==> src/logic/diag_pkg.sv <==
package diag_pkg;

	// ----------------------------------------
	// Register map (byte addresses)
	// ----------------------------------------
	localparam logic [7:0] CTRL_ADDR = 8'h00;
	localparam logic [7:0] STATUS_ADDR = 8'h04;
	localparam logic [7:0] CH0_ADDR = 8'h10;
	localparam logic [7:0] CH1_ADDR = 8'h14;
	localparam logic [7:0] CH2_ADDR = 8'h18;
	localparam logic [7:0] CH3_ADDR = 8'h1C;

	// ----------------------------------------
	// Field positions
	// ----------------------------------------
	localparam int AMP_START_POS = 0;
	localparam int DIAG_ENABLE_POS = 1;
	localparam int READBACK_SEL_POS = 4;
	localparam int AMP_RUNNING_POS = 0;
	localparam int DIAG_BUSY_POS = 5;
	localparam int LOW_GAIN_POS = 1;
	localparam int SHORT_GND_POS = 0;
	localparam int SHORT_SUP_POS = 1;
	localparam int OFFSET_POS = 2;
	localparam int SHORTED_POS = 3;
	localparam int CODE_LO_POS = 4;

	// ----------------------------------------
	// Load codes and reset values
	// ----------------------------------------
	localparam logic [1:0] CODE_NORMAL = 2'h0;
	localparam logic [1:0] CODE_LINE = 2'h1;
	localparam logic [1:0] CODE_OPEN = 2'h2;
	localparam logic [1:0] CODE_INVALID = 2'h3;
	localparam logic [7:0] CTRL_RESET = 8'h00;

	// ----------------------------------------
	// Timing
	// ----------------------------------------
	localparam int CLK_HZ = 20000000;
	localparam int RAMP_MS = 15;
	localparam int RAMP_CYC = RAMP_MS * (CLK_HZ / 1000);
	localparam int MEAS_CYC = 1000;
	localparam int STARTUP_CYC = 1000;
	localparam int FILT_CYC = 4;

	typedef enum {
		ST_IDLE, ST_RAMP_UP, ST_OFFSET_HI, ST_MEASURE, ST_RAMP_DOWN, ST_STARTUP, ST_RUN,
		ST_SHUTDOWN
	} diag_state_t;

	// Analogue comparator results for one channel
	typedef struct packed {
		logic out_over;
		logic short_sup;
		logic short_gnd;
		logic shorted;
		logic open_load;
		logic booster;
		logic in_window;
	} chan_sense_t;

	// Per-channel readable result
	typedef struct packed {
		logic [1:0] code;
		logic shorted;
		logic offset;
		logic short_sup;
		logic short_gnd;
	} chan_result_t;

endpackage : diag_pkg

==> src/logic/startup_load_diagnostics.sv <==
// Notes on behaviour
// RQ1 - With diagnostics on, classify four channels; detect booster and supply/ground shorts.
// RQ2 - First stage applies offset, raises it only after 15 ms.
// RQ3 - After measurement, lower offset after a further 15 ms, not abruptly.
// RQ4 - Output above 3.5 V during first stage aborts the sequence.
// RQ5 - Channel shorted to supply reports invalid after first stage.
// RQ6 - Spikes and door-slam are filtered so one cycle gives a reliable result.
// RQ7 - Cycle start sets all codes invalid and asserts busy.
// RQ8 - Busy clears on completion or on power-on reset.
// RQ9 - Diag only: clear busy, post results; toggling enable restarts the cycle.
// RQ10 - Diag plus start: amp starts after cycle, busy clears before mute release. Code clears busy once mute release is seen, or after STARTUP_CYCLES.
// RQ11 - Host waits busy low, reads, clears start, waits running status low.
// RQ12 - Code: 00 normal, 01 line driver, 10 open, 11 invalid.
// RQ13 - Engine start during diagnostics sets affected code invalid.
// RQ14 - Results readable only while readback select is 0; values kept.
// RQ15 - Shorted, supply and ground short flags clear after each read.
// RQ16 - Load code updated only by a new cycle, never by reads.
// RQ17 - Reading a channel's status sets its offset latch.
// RQ18 - Output inside offset window clears the latch and blocks setting until read.
// RQ19 - Flags on bits 3, 1, 0; when set, load code is meaningless.
// RQ20 - Shorted load reported for impedance up to 1.5 ohm.
// RQ21 - Booster found: may start in line-driver mode with low gain.
// RQ22 - Host treats one or two invalid as supply short, four as supply fault.
//
// Implementation choices: the APB slave port and the register addresses.
`timescale 1ns/1ps
module startup_load_diagnostics #(
	parameter int RAMP_CYCLES = diag_pkg::RAMP_CYC,
	parameter int MEAS_CYCLES = diag_pkg::MEAS_CYC,
	parameter int STARTUP_CYCLES = diag_pkg::STARTUP_CYC,
	parameter int FILT_CYCLES = diag_pkg::FILT_CYC
) (
	input wire logic clk_i,
	input wire logic rstn_i,
	input wire logic psel_i,
	input wire logic penable_i,
	input wire logic pwrite_i,
	input wire logic [7:0] paddr_i,
	input wire logic [31:0] pwdata_i,
	output logic [31:0] prdata_o,
	output logic pready_o,
	output logic pslverr_o,
	input wire diag_pkg::chan_sense_t [3:0] sense_i,
	input wire logic engine_start_i,
	input wire logic supply_bad_i,
	input wire logic mute_release_i,
	output logic offset_apply_o,
	output logic offset_high_o,
	output logic amp_enable_o,
	output logic low_gain_o
);
	import diag_pkg::*;

	// ----------------------------------------
	// Input synchronisers (three stages)
	// ----------------------------------------
	localparam int SW = 4 * 7 + 3;
	logic [SW-1:0] s1_r, s2_r, s3_r, in_r, in_nxt;
	logic [SW-1:0] raw;
	assign raw = {sense_i, engine_start_i, supply_bad_i, mute_release_i};

	always_comb begin
		in_nxt = in_r;
		for (int i = 0; i < SW; i++) begin
			if (s2_r[i] == s3_r[i]) begin
				in_nxt[i] = s3_r[i];
			end
		end
	end

	always_ff @(posedge clk_i or negedge rstn_i) begin
		if (!rstn_i) begin
			s1_r <= '0;
			s2_r <= '0;
			s3_r <= '0;
			in_r <= '0;
		end else begin
			s1_r <= raw;
			s2_r <= s1_r;
			s3_r <= s2_r;
			in_r <= in_nxt;
		end
	end

	chan_sense_t [3:0] sn;
	logic eng_start, sup_bad, mute_rel;
	assign {sn, eng_start, sup_bad, mute_rel} = in_r;

	// ----------------------------------------
	// APB slave
	// ----------------------------------------
	function automatic logic [1:0] chan_index(input logic [7:0] a);
		chan_index = a[3:2];
	endfunction : chan_index

	function automatic logic is_chan(input logic [7:0] a);
		is_chan = (a == CH0_ADDR) || (a == CH1_ADDR) || (a == CH2_ADDR) || (a == CH3_ADDR);
	endfunction : is_chan

	logic acc, wr, rd;
	assign acc = psel_i & penable_i;
	assign wr = acc & pwrite_i;
	assign rd = acc & ~pwrite_i;
	assign pready_o = 1'b1;
	assign pslverr_o = acc & ~((paddr_i == CTRL_ADDR) || (paddr_i == STATUS_ADDR)
		|| is_chan(paddr_i));

	logic [7:0] ctrl_r, ctrl_nxt;
	logic diag_en, amp_start, rb_sel;
	assign diag_en = ctrl_r[DIAG_ENABLE_POS];
	assign amp_start = ctrl_r[AMP_START_POS];
	assign rb_sel = ctrl_r[READBACK_SEL_POS];

	always_comb begin
		ctrl_nxt = ctrl_r;
		if (wr && paddr_i == CTRL_ADDR) begin
			ctrl_nxt = pwdata_i[7:0];
		end
	end

	// ----------------------------------------
	// Sequencer
	// ----------------------------------------
	diag_state_t st_r, st_nxt;
	logic [31:0] cnt_r, cnt_nxt;
	logic busy_r, busy_nxt;
	logic diag_en_d_r, diag_en_d_nxt;
	// Engine start seen during the ramp-up, offset-high or measure stages (not during ramp-down)
	logic eng_seen_r, eng_seen_nxt;
	logic [3:0] over_r, over_nxt;
	logic [3:0][FILT_CYCLES-1:0] flt_r, flt_nxt;
	logic [3:0][1:0] code_r, code_nxt;
	logic [3:0] shorted_r, shorted_nxt, ssup_r, ssup_nxt, sgnd_r, sgnd_nxt;
	logic [3:0] ofs_r, ofs_nxt, ofs_blk_r, ofs_blk_nxt;
	logic low_gain_r, low_gain_nxt;
	logic restart, abort;

	assign restart = diag_en && !diag_en_d_r; // [RQ9]
	assign abort = |over_r; // [RQ4]

	always_comb begin
		st_nxt = st_r;
		cnt_nxt = cnt_r + 32'h1;
		busy_nxt = busy_r;
		code_nxt = code_r;
		over_nxt = over_r;
		flt_nxt = flt_r;
		low_gain_nxt = low_gain_r;
		// Enable edge tracked only while idle, so a toggle mid-cycle cannot restart
		diag_en_d_nxt = (st_r == ST_IDLE) ? diag_en : diag_en_d_r;
		eng_seen_nxt = eng_seen_r;
		for (int c = 0; c < 4; c++) begin
			// Spike filter: open load counts only if high for FILT_CYCLES samples
			flt_nxt[c] = {flt_r[c][FILT_CYCLES-2:0], sn[c].open_load}; // [RQ6]
		end
		case (st_r)
			ST_IDLE: begin
				cnt_nxt = '0;
				if (restart) begin
					st_nxt = ST_RAMP_UP;
					busy_nxt = 1'b1; // [RQ7]
					code_nxt = {4{CODE_INVALID}}; // [RQ7]
					over_nxt = '0;
					eng_seen_nxt = 1'b0;
				end else if (diag_en && amp_start && !busy_r) begin
					st_nxt = ST_STARTUP;
				end
			end
			ST_RAMP_UP: begin
				for (int c = 0; c < 4; c++) begin
					over_nxt[c] = over_r[c] | sn[c].out_over; // [RQ4]
				end
				if (abort) begin
					st_nxt = ST_RAMP_DOWN;
					cnt_nxt = '0;
				end else if (cnt_r >= 32'(RAMP_CYCLES - 1)) begin
					st_nxt = ST_OFFSET_HI; // [RQ2]
					cnt_nxt = '0;
				end
			end
			ST_OFFSET_HI, ST_MEASURE: begin
				for (int c = 0; c < 4; c++) begin
					over_nxt[c] = over_r[c] | sn[c].out_over; // [RQ4]
				end
				if (abort) begin
					st_nxt = ST_RAMP_DOWN;
					cnt_nxt = '0;
				end else if (cnt_r >= 32'(MEAS_CYCLES - 1)) begin
					st_nxt = ST_RAMP_DOWN;
					cnt_nxt = '0;
					low_gain_nxt = 1'b0;
					for (int c = 0; c < 4; c++) begin // [RQ1] [RQ12]
						if (sn[c].short_sup || sup_bad || eng_start || eng_seen_r) begin
							code_nxt[c] = CODE_INVALID; // [RQ5] [RQ13]
						end else if (sn[c].booster) begin
							code_nxt[c] = CODE_LINE;
							low_gain_nxt = 1'b1; // [RQ21]
						end else if (&flt_r[c]) begin
							code_nxt[c] = CODE_OPEN; // [RQ6]
						end else begin
							code_nxt[c] = CODE_NORMAL;
						end
					end
				end
			end
			ST_RAMP_DOWN: begin
				if (cnt_r >= 32'(RAMP_CYCLES - 1)) begin // [RQ3]
					cnt_nxt = '0;
					if (diag_en && amp_start && !abort) begin
						st_nxt = ST_STARTUP; // [RQ10]
					end else begin
						st_nxt = ST_IDLE;
						busy_nxt = 1'b0; // [RQ8] [RQ9]
					end
				end
			end
			ST_STARTUP: begin
				if (!amp_start) begin
					st_nxt = ST_SHUTDOWN;
				end else if (mute_rel || cnt_r >= 32'(STARTUP_CYCLES - 1)) begin
					st_nxt = ST_RUN;
					busy_nxt = 1'b0; // [RQ10]
				end
			end
			ST_RUN: begin
				if (!amp_start) begin
					st_nxt = ST_SHUTDOWN;
					cnt_nxt = '0;
				end
			end
			ST_SHUTDOWN: begin
				busy_nxt = 1'b0;
				st_nxt = ST_IDLE;
			end
			default: begin
				st_nxt = ST_IDLE;
			end
		endcase
		// Engine start while measuring spoils every code
		if ((st_r == ST_OFFSET_HI || st_r == ST_MEASURE || st_r == ST_RAMP_UP)
			&& eng_start) begin
			code_nxt = {4{CODE_INVALID}}; // [RQ13]
			// Remembered so an earlier start still spoils the codes at evaluation
			eng_seen_nxt = 1'b1; // [RQ13]
		end
	end

	// ----------------------------------------
	// Fault flags and offset latches
	// ----------------------------------------
	logic rd_chan, rd_setup;
	logic [1:0] rd_idx;
	// Read word is captured in the setup cycle and shown during the access cycle
	logic [31:0] rdata_r, rdata_nxt;
	assign rd_setup = psel_i & ~penable_i & ~pwrite_i;
	assign rd_chan = rd && is_chan(paddr_i) && !rb_sel;
	assign rd_idx = chan_index(paddr_i);

	always_comb begin
		shorted_nxt = shorted_r;
		ssup_nxt = ssup_r;
		sgnd_nxt = sgnd_r;
		ofs_nxt = ofs_r;
		ofs_blk_nxt = ofs_blk_r;
		for (int c = 0; c < 4; c++) begin
			if (rd_chan && rd_idx == 2'(c)) begin
				// Only bits returned by this read clear, so a set landing mid-read survives
				shorted_nxt[c] = shorted_r[c] & ~rdata_r[SHORTED_POS]; // [RQ15]
				ssup_nxt[c] = ssup_r[c] & ~rdata_r[SHORT_SUP_POS];
				sgnd_nxt[c] = sgnd_r[c] & ~rdata_r[SHORT_GND_POS];
				ofs_nxt[c] = 1'b1; // [RQ17]
				ofs_blk_nxt[c] = 1'b0;
			end
			// Set wins over read clear
			if (sn[c].shorted) begin
				shorted_nxt[c] = 1'b1; // [RQ20]
			end
			if (sn[c].short_sup) begin
				ssup_nxt[c] = 1'b1;
			end
			if (sn[c].short_gnd) begin
				sgnd_nxt[c] = 1'b1;
			end
			if (sn[c].in_window) begin
				ofs_nxt[c] = 1'b0; // [RQ18]
				ofs_blk_nxt[c] = 1'b1;
			end else if (ofs_blk_r[c] && !(rd_chan && rd_idx == 2'(c))) begin
				ofs_nxt[c] = 1'b0; // [RQ18]
			end
		end
	end

	always_ff @(posedge clk_i or negedge rstn_i) begin
		if (!rstn_i) begin
			ctrl_r <= CTRL_RESET;
			st_r <= ST_IDLE;
			cnt_r <= '0;
			busy_r <= 1'b0; // [RQ8]
			diag_en_d_r <= 1'b0;
			eng_seen_r <= 1'b0;
			over_r <= '0;
			flt_r <= '0;
			code_r <= {4{CODE_INVALID}};
			low_gain_r <= 1'b0;
			shorted_r <= '0;
			ssup_r <= '0;
			sgnd_r <= '0;
			ofs_r <= '0;
			ofs_blk_r <= '0;
		end else begin
			ctrl_r <= ctrl_nxt;
			st_r <= st_nxt;
			cnt_r <= cnt_nxt;
			busy_r <= busy_nxt;
			diag_en_d_r <= diag_en_d_nxt;
			eng_seen_r <= eng_seen_nxt;
			over_r <= over_nxt;
			flt_r <= flt_nxt;
			code_r <= code_nxt; // [RQ16]
			low_gain_r <= low_gain_nxt;
			shorted_r <= shorted_nxt;
			ssup_r <= ssup_nxt;
			sgnd_r <= sgnd_nxt;
			ofs_r <= ofs_nxt;
			ofs_blk_r <= ofs_blk_nxt;
		end
	end

	// ----------------------------------------
	// Read data and outputs
	// ----------------------------------------
	chan_result_t res;

	always_comb begin
		rdata_nxt = '0;
		res = '0;
		if (rd_setup) begin
			if (paddr_i == CTRL_ADDR) begin
				rdata_nxt[7:0] = ctrl_r;
			end else if (paddr_i == STATUS_ADDR) begin
				rdata_nxt[DIAG_BUSY_POS] = busy_r;
				rdata_nxt[AMP_RUNNING_POS] = (st_r == ST_STARTUP) || (st_r == ST_RUN);
				rdata_nxt[LOW_GAIN_POS] = low_gain_r;
			end else if (is_chan(paddr_i) && !rb_sel) begin // [RQ14]
				res.code = code_r[rd_idx];
				res.shorted = shorted_r[rd_idx]; // [RQ19]
				res.offset = ofs_r[rd_idx];
				res.short_sup = ssup_r[rd_idx];
				res.short_gnd = sgnd_r[rd_idx];
				rdata_nxt[5:0] = res;
			end
		end
	end

	// Cleared in the access cycle, so the bus reads zero outside transfers
	always_ff @(posedge clk_i or negedge rstn_i) begin
		if (!rstn_i) begin
			rdata_r <= '0;
		end else begin
			rdata_r <= rdata_nxt;
		end
	end

	assign prdata_o = rdata_r;

	// ----------------------------------------
	// Stage outputs
	// ----------------------------------------
	assign offset_apply_o = (st_r == ST_RAMP_UP) || (st_r == ST_OFFSET_HI)
		|| (st_r == ST_MEASURE) || (st_r == ST_RAMP_DOWN);
	assign offset_high_o = (st_r == ST_OFFSET_HI) || (st_r == ST_MEASURE); // [RQ2] [RQ3]
	assign amp_enable_o = (st_r == ST_STARTUP) || (st_r == ST_RUN);
	assign low_gain_o = low_gain_r; // [RQ21]

endmodule : startup_load_diagnostics

==> config.mk <==
export PLATFORM = sky130hd
export DESIGN_NAME = startup_load_diagnostics
export DESIGN_NICKNAME = d
export VERILOG_FILES = /design/src/logic/diag_pkg.sv /design/src/logic/startup_load_diagnostics.sv
export SDC_FILE = /design/constraint.sdc
export NUM_CORES = 1
export LEC_CHECK = 0
export BUFFER_PORTS_ARGS = -buffer_cell sky130_fd_sc_hd__buf_2
export CAP_MARGIN = 20
export CORE_ASPECT_RATIO = 1.25
export CORE_MARGIN = 2
export CORE_UTILIZATION = 55
export CTS_CLUSTER_DIAMETER = 80
export DETAILED_ROUTE_END_ITERATION = 12
export PLACE_DENSITY = 0.74
export SLEW_MARGIN = 20
export SYNTH_ARGS = -nofsm -noshare
export SYNTH_HDL_FRONTEND = slang
export SYNTH_SLANG_ARGS = --single-unit
==> constraint.sdc <==
create_clock -name clk_i -period 4.1 [get_ports clk_i]
set_input_delay 0.205 -clock clk_i [delete_from_list [all_inputs] [get_ports clk_i]]
set_output_delay 0.205 -clock clk_i [all_outputs]
set_load 0.005 [all_outputs]
==> impl_metrics.toml <==
[clocking]
cts_buffer_depth = 3
cts_resized = 0
tritoncts = "built"
cts.sinks = 227
numCtsBuffers = 22
clk-insertion-delay-late_ns = 0.50
cts_hold_buf = 40
clkTransAtPathRegs_ns = 0.06
cts-htree-levels = 1
cts_setup_buffers = 0
cts_root_buf = "clkbuf_16"

[worst_setup_path]
cp.required_ns = 4.44
critPathKind = "flop to flop"
worst-path-max-fanout = 32
crit-reg2reg-capture = "cnt_r[8]"
worst_setup_path_start_kind = "flop"
critPathArrivalTime_ns = 2.83
cp-end-kind = "flop"
r2r_slack_ns = 1.61
rr_worst_depth = 7
crit_path_end = "cnt_r[8]"
critical_path.reg2reg.startpoint = "cnt_r[0]"
startpoint = "cnt_r[0]"

[route]
vias = 5098
drtIter0Drc = 229
drt-total-wl_mm = 14.92
dr.pass1.iters = 5
drc = 0
routedWlPerCell_um = 15.20
viasPerCell = 5.191
ant_nets = 0

[place]
gp_congestion = 0.8388
placed_cell_area_mm2 = 0.008954
dp_hpwl_mm = 9.439
pre_cts_ws_ns = 1.632
portBuffers = 64

[sta]
finalHoldViolations = 0
worst_slew_pin_slew_ns = 0.8973
finalSetupTns_ns = 0
slew_headroom = 0.4018
fin_ws_ns = 1.615
max_clock_freq_mhz = 402.4
drv_slew = 0
min_period_ns = 2.485
rsz0062_at_grt = "no"
setup_viol = 0
fin_crit_sh = 0.6061
fin_skew_ns = 0.009507

[pwr]
p_leak_uw = 0.004425
ir_drop_v = 0.0002747
p_int_uw = 3909
sw_frac_of_total = 0.2477
p_seq_frac = 0.493
power_uw = 5195
power_density_mw_per_mm2 = 513.6
clockPowerShare = 0.400
p_switching_uw = 1287
power_frac_comb = 0.107

[yosys]
synth-seq-cells = 227
synth_area_leaders = "dfrtp_1 64%, maj3_1 3.6%, nor2_1 3.1%"
yosysMostFrequentCell = "dfrtp_1"
yosysSeqAreaShare = 0.6644
synth_flop_cell = "dfrtp_1"
syn_area_mm2 = 0.008564
yosys.area.top_type = "dfrtp_1"
synth-edff-count = 0
synth_top_area_frac = 0.6399
synth_common_cells = "219 x dfrtp_1, 70 x nor2_1, 36 x nand2_1"
async_flop_share = 1.000
ys_warn_count = 0
ys_types = 62
syn_inst = 641
syn_avg_cell_area_um2 = 13.36

[global_route]
grt_use_total = 0.1874
grt_pass1_wl_mm = 25.03
grt_max_degree = 132
grt_pass1_vias = 5254
antenna_found_initial = 0
grt_remaining_overflow = 0

[cells_and_area]
drive_above_1_share = 0.2091
stdcell_area_mm2 = 0.01012
final_nets = 832
area_growth_pct = 18.12
num_antenna_cells = 0

[die]
io_pins = 114
die_h_um = 143.5
die_area_mm2 = 0.01659
die_width_um = 115.6
core_mm2 = 0.01538
rows = 51
start_util = 0.5569

[flow_run]
maxCapViolations = 0

[hold_path]
hold_class = "input port to flop"

[status]
status = "finished, final reports clean"
layout make-up:
class                           instances  area (µm²)
Sequential cell                       227        5690
Fill cell                            1082        5263
Multi-Input combinational cell        376        2566
Timing Repair Buffer                  107       753.2
Clock buffer                           24       568.0
Tap cell                              212       265.3
Clock inverter                         15       193.9
Inverter                               21       78.83
registers in the layout (all words and copies together) (netlist names), 8 cells and up:
signal / cells
cnt_r: 32
code_r: 8
ctrl_r: 8
flt_nxt: 12
in_r: 31
prdata_o: 8
s1_r: 31
s2_r: 31
s3_r: 31
layout by cell type, fill, tap and decap left out, types with 15 or more instances in the layout:
cell type / n
a21o_1: 16
a21oi_1: 18
buf_2: 63
clkbuf_16: 22
conb_1: 25
dfrtp_1: 219
dlygate4sd3_1: 40
inv_1: 20
maj3_1: 31
nand2_1: 36
nor2_1: 70
o21ai_0: 15
xnor2_1: 22
per-layer routing:
metal / global-route usage / up-vias / part of all wire
met4: 0.06015 / 0 / 0.016
met2: 0.3253 / 128 / 0.52
li1: - / 2371 / -
met1: 0.2421 / 2577 / 0.43
met5: 0 / - / 0
met3: 0.02952 / 22 / 0.041
kinds of logic after synthesis:
group	count (synthesis)	synth area share
AOI/OAI and AO/OA	76	0.05902
xor gates and xnor gates	32	0.03272
adders and majority gates	32	0.03769
buffers and inverters	61	0.04602
DFF	227	0.6644
muxes	23	0.03930
other	2	0.0008769
and+or+nand+nor	188	0.1199
worst max-delay path: stages (launching register included):
cell	delay, ns
dfrtp_1	0.37
ha_1	0.26
nand4_2	0.22
a211oi_1	0.36
o2111ai_1	0.21
a31oi_1	0.17
o21a_2	0.58
nor2_1	0.15
worst min-delay path by stage:
stage	cells past startpoint	to	from	slack [ns]
after global routing	3	prdata_o[6]	paddr_i[4]	0.13
after CTS	3	prdata_o[7]	paddr_i[4]	0.09
after global placement	1	s1_r[22]	sense_i[19]	0.31
after floorplan	0	busy_r	rstn_i	-0.09
after detailed placement	1	s1_r[6]	sense_i[3]	0.31
final	3	prdata_o[7]	paddr_i[4]	0.11
per-stage QoR:
stage	hold WS [ns]	cells	utilization
after floorplan	-0.09059	664	-
after global placement	0.3125	903	0.5822
after detailed placement	0.3143	903	0.5822
after CTS	0.09323	982	0.6578
after global routing	0.1257	982	0.6578
final	0.1123	982	0.6578
power groups by stage:
stage / sequential, µW / combinational [µW] / clock (µW)
after detailed placement: 2600 / 528 / 0
after global placement: 2590 / 509 / 0
final: 2560 / 558 / 2080
after CTS: 2560 / 564 / 2130
after floorplan: 2520 / 498 / 0
after global routing: 2580 / 635 / 2220
No activity file was read; power rests on OpenSTA's default activity.
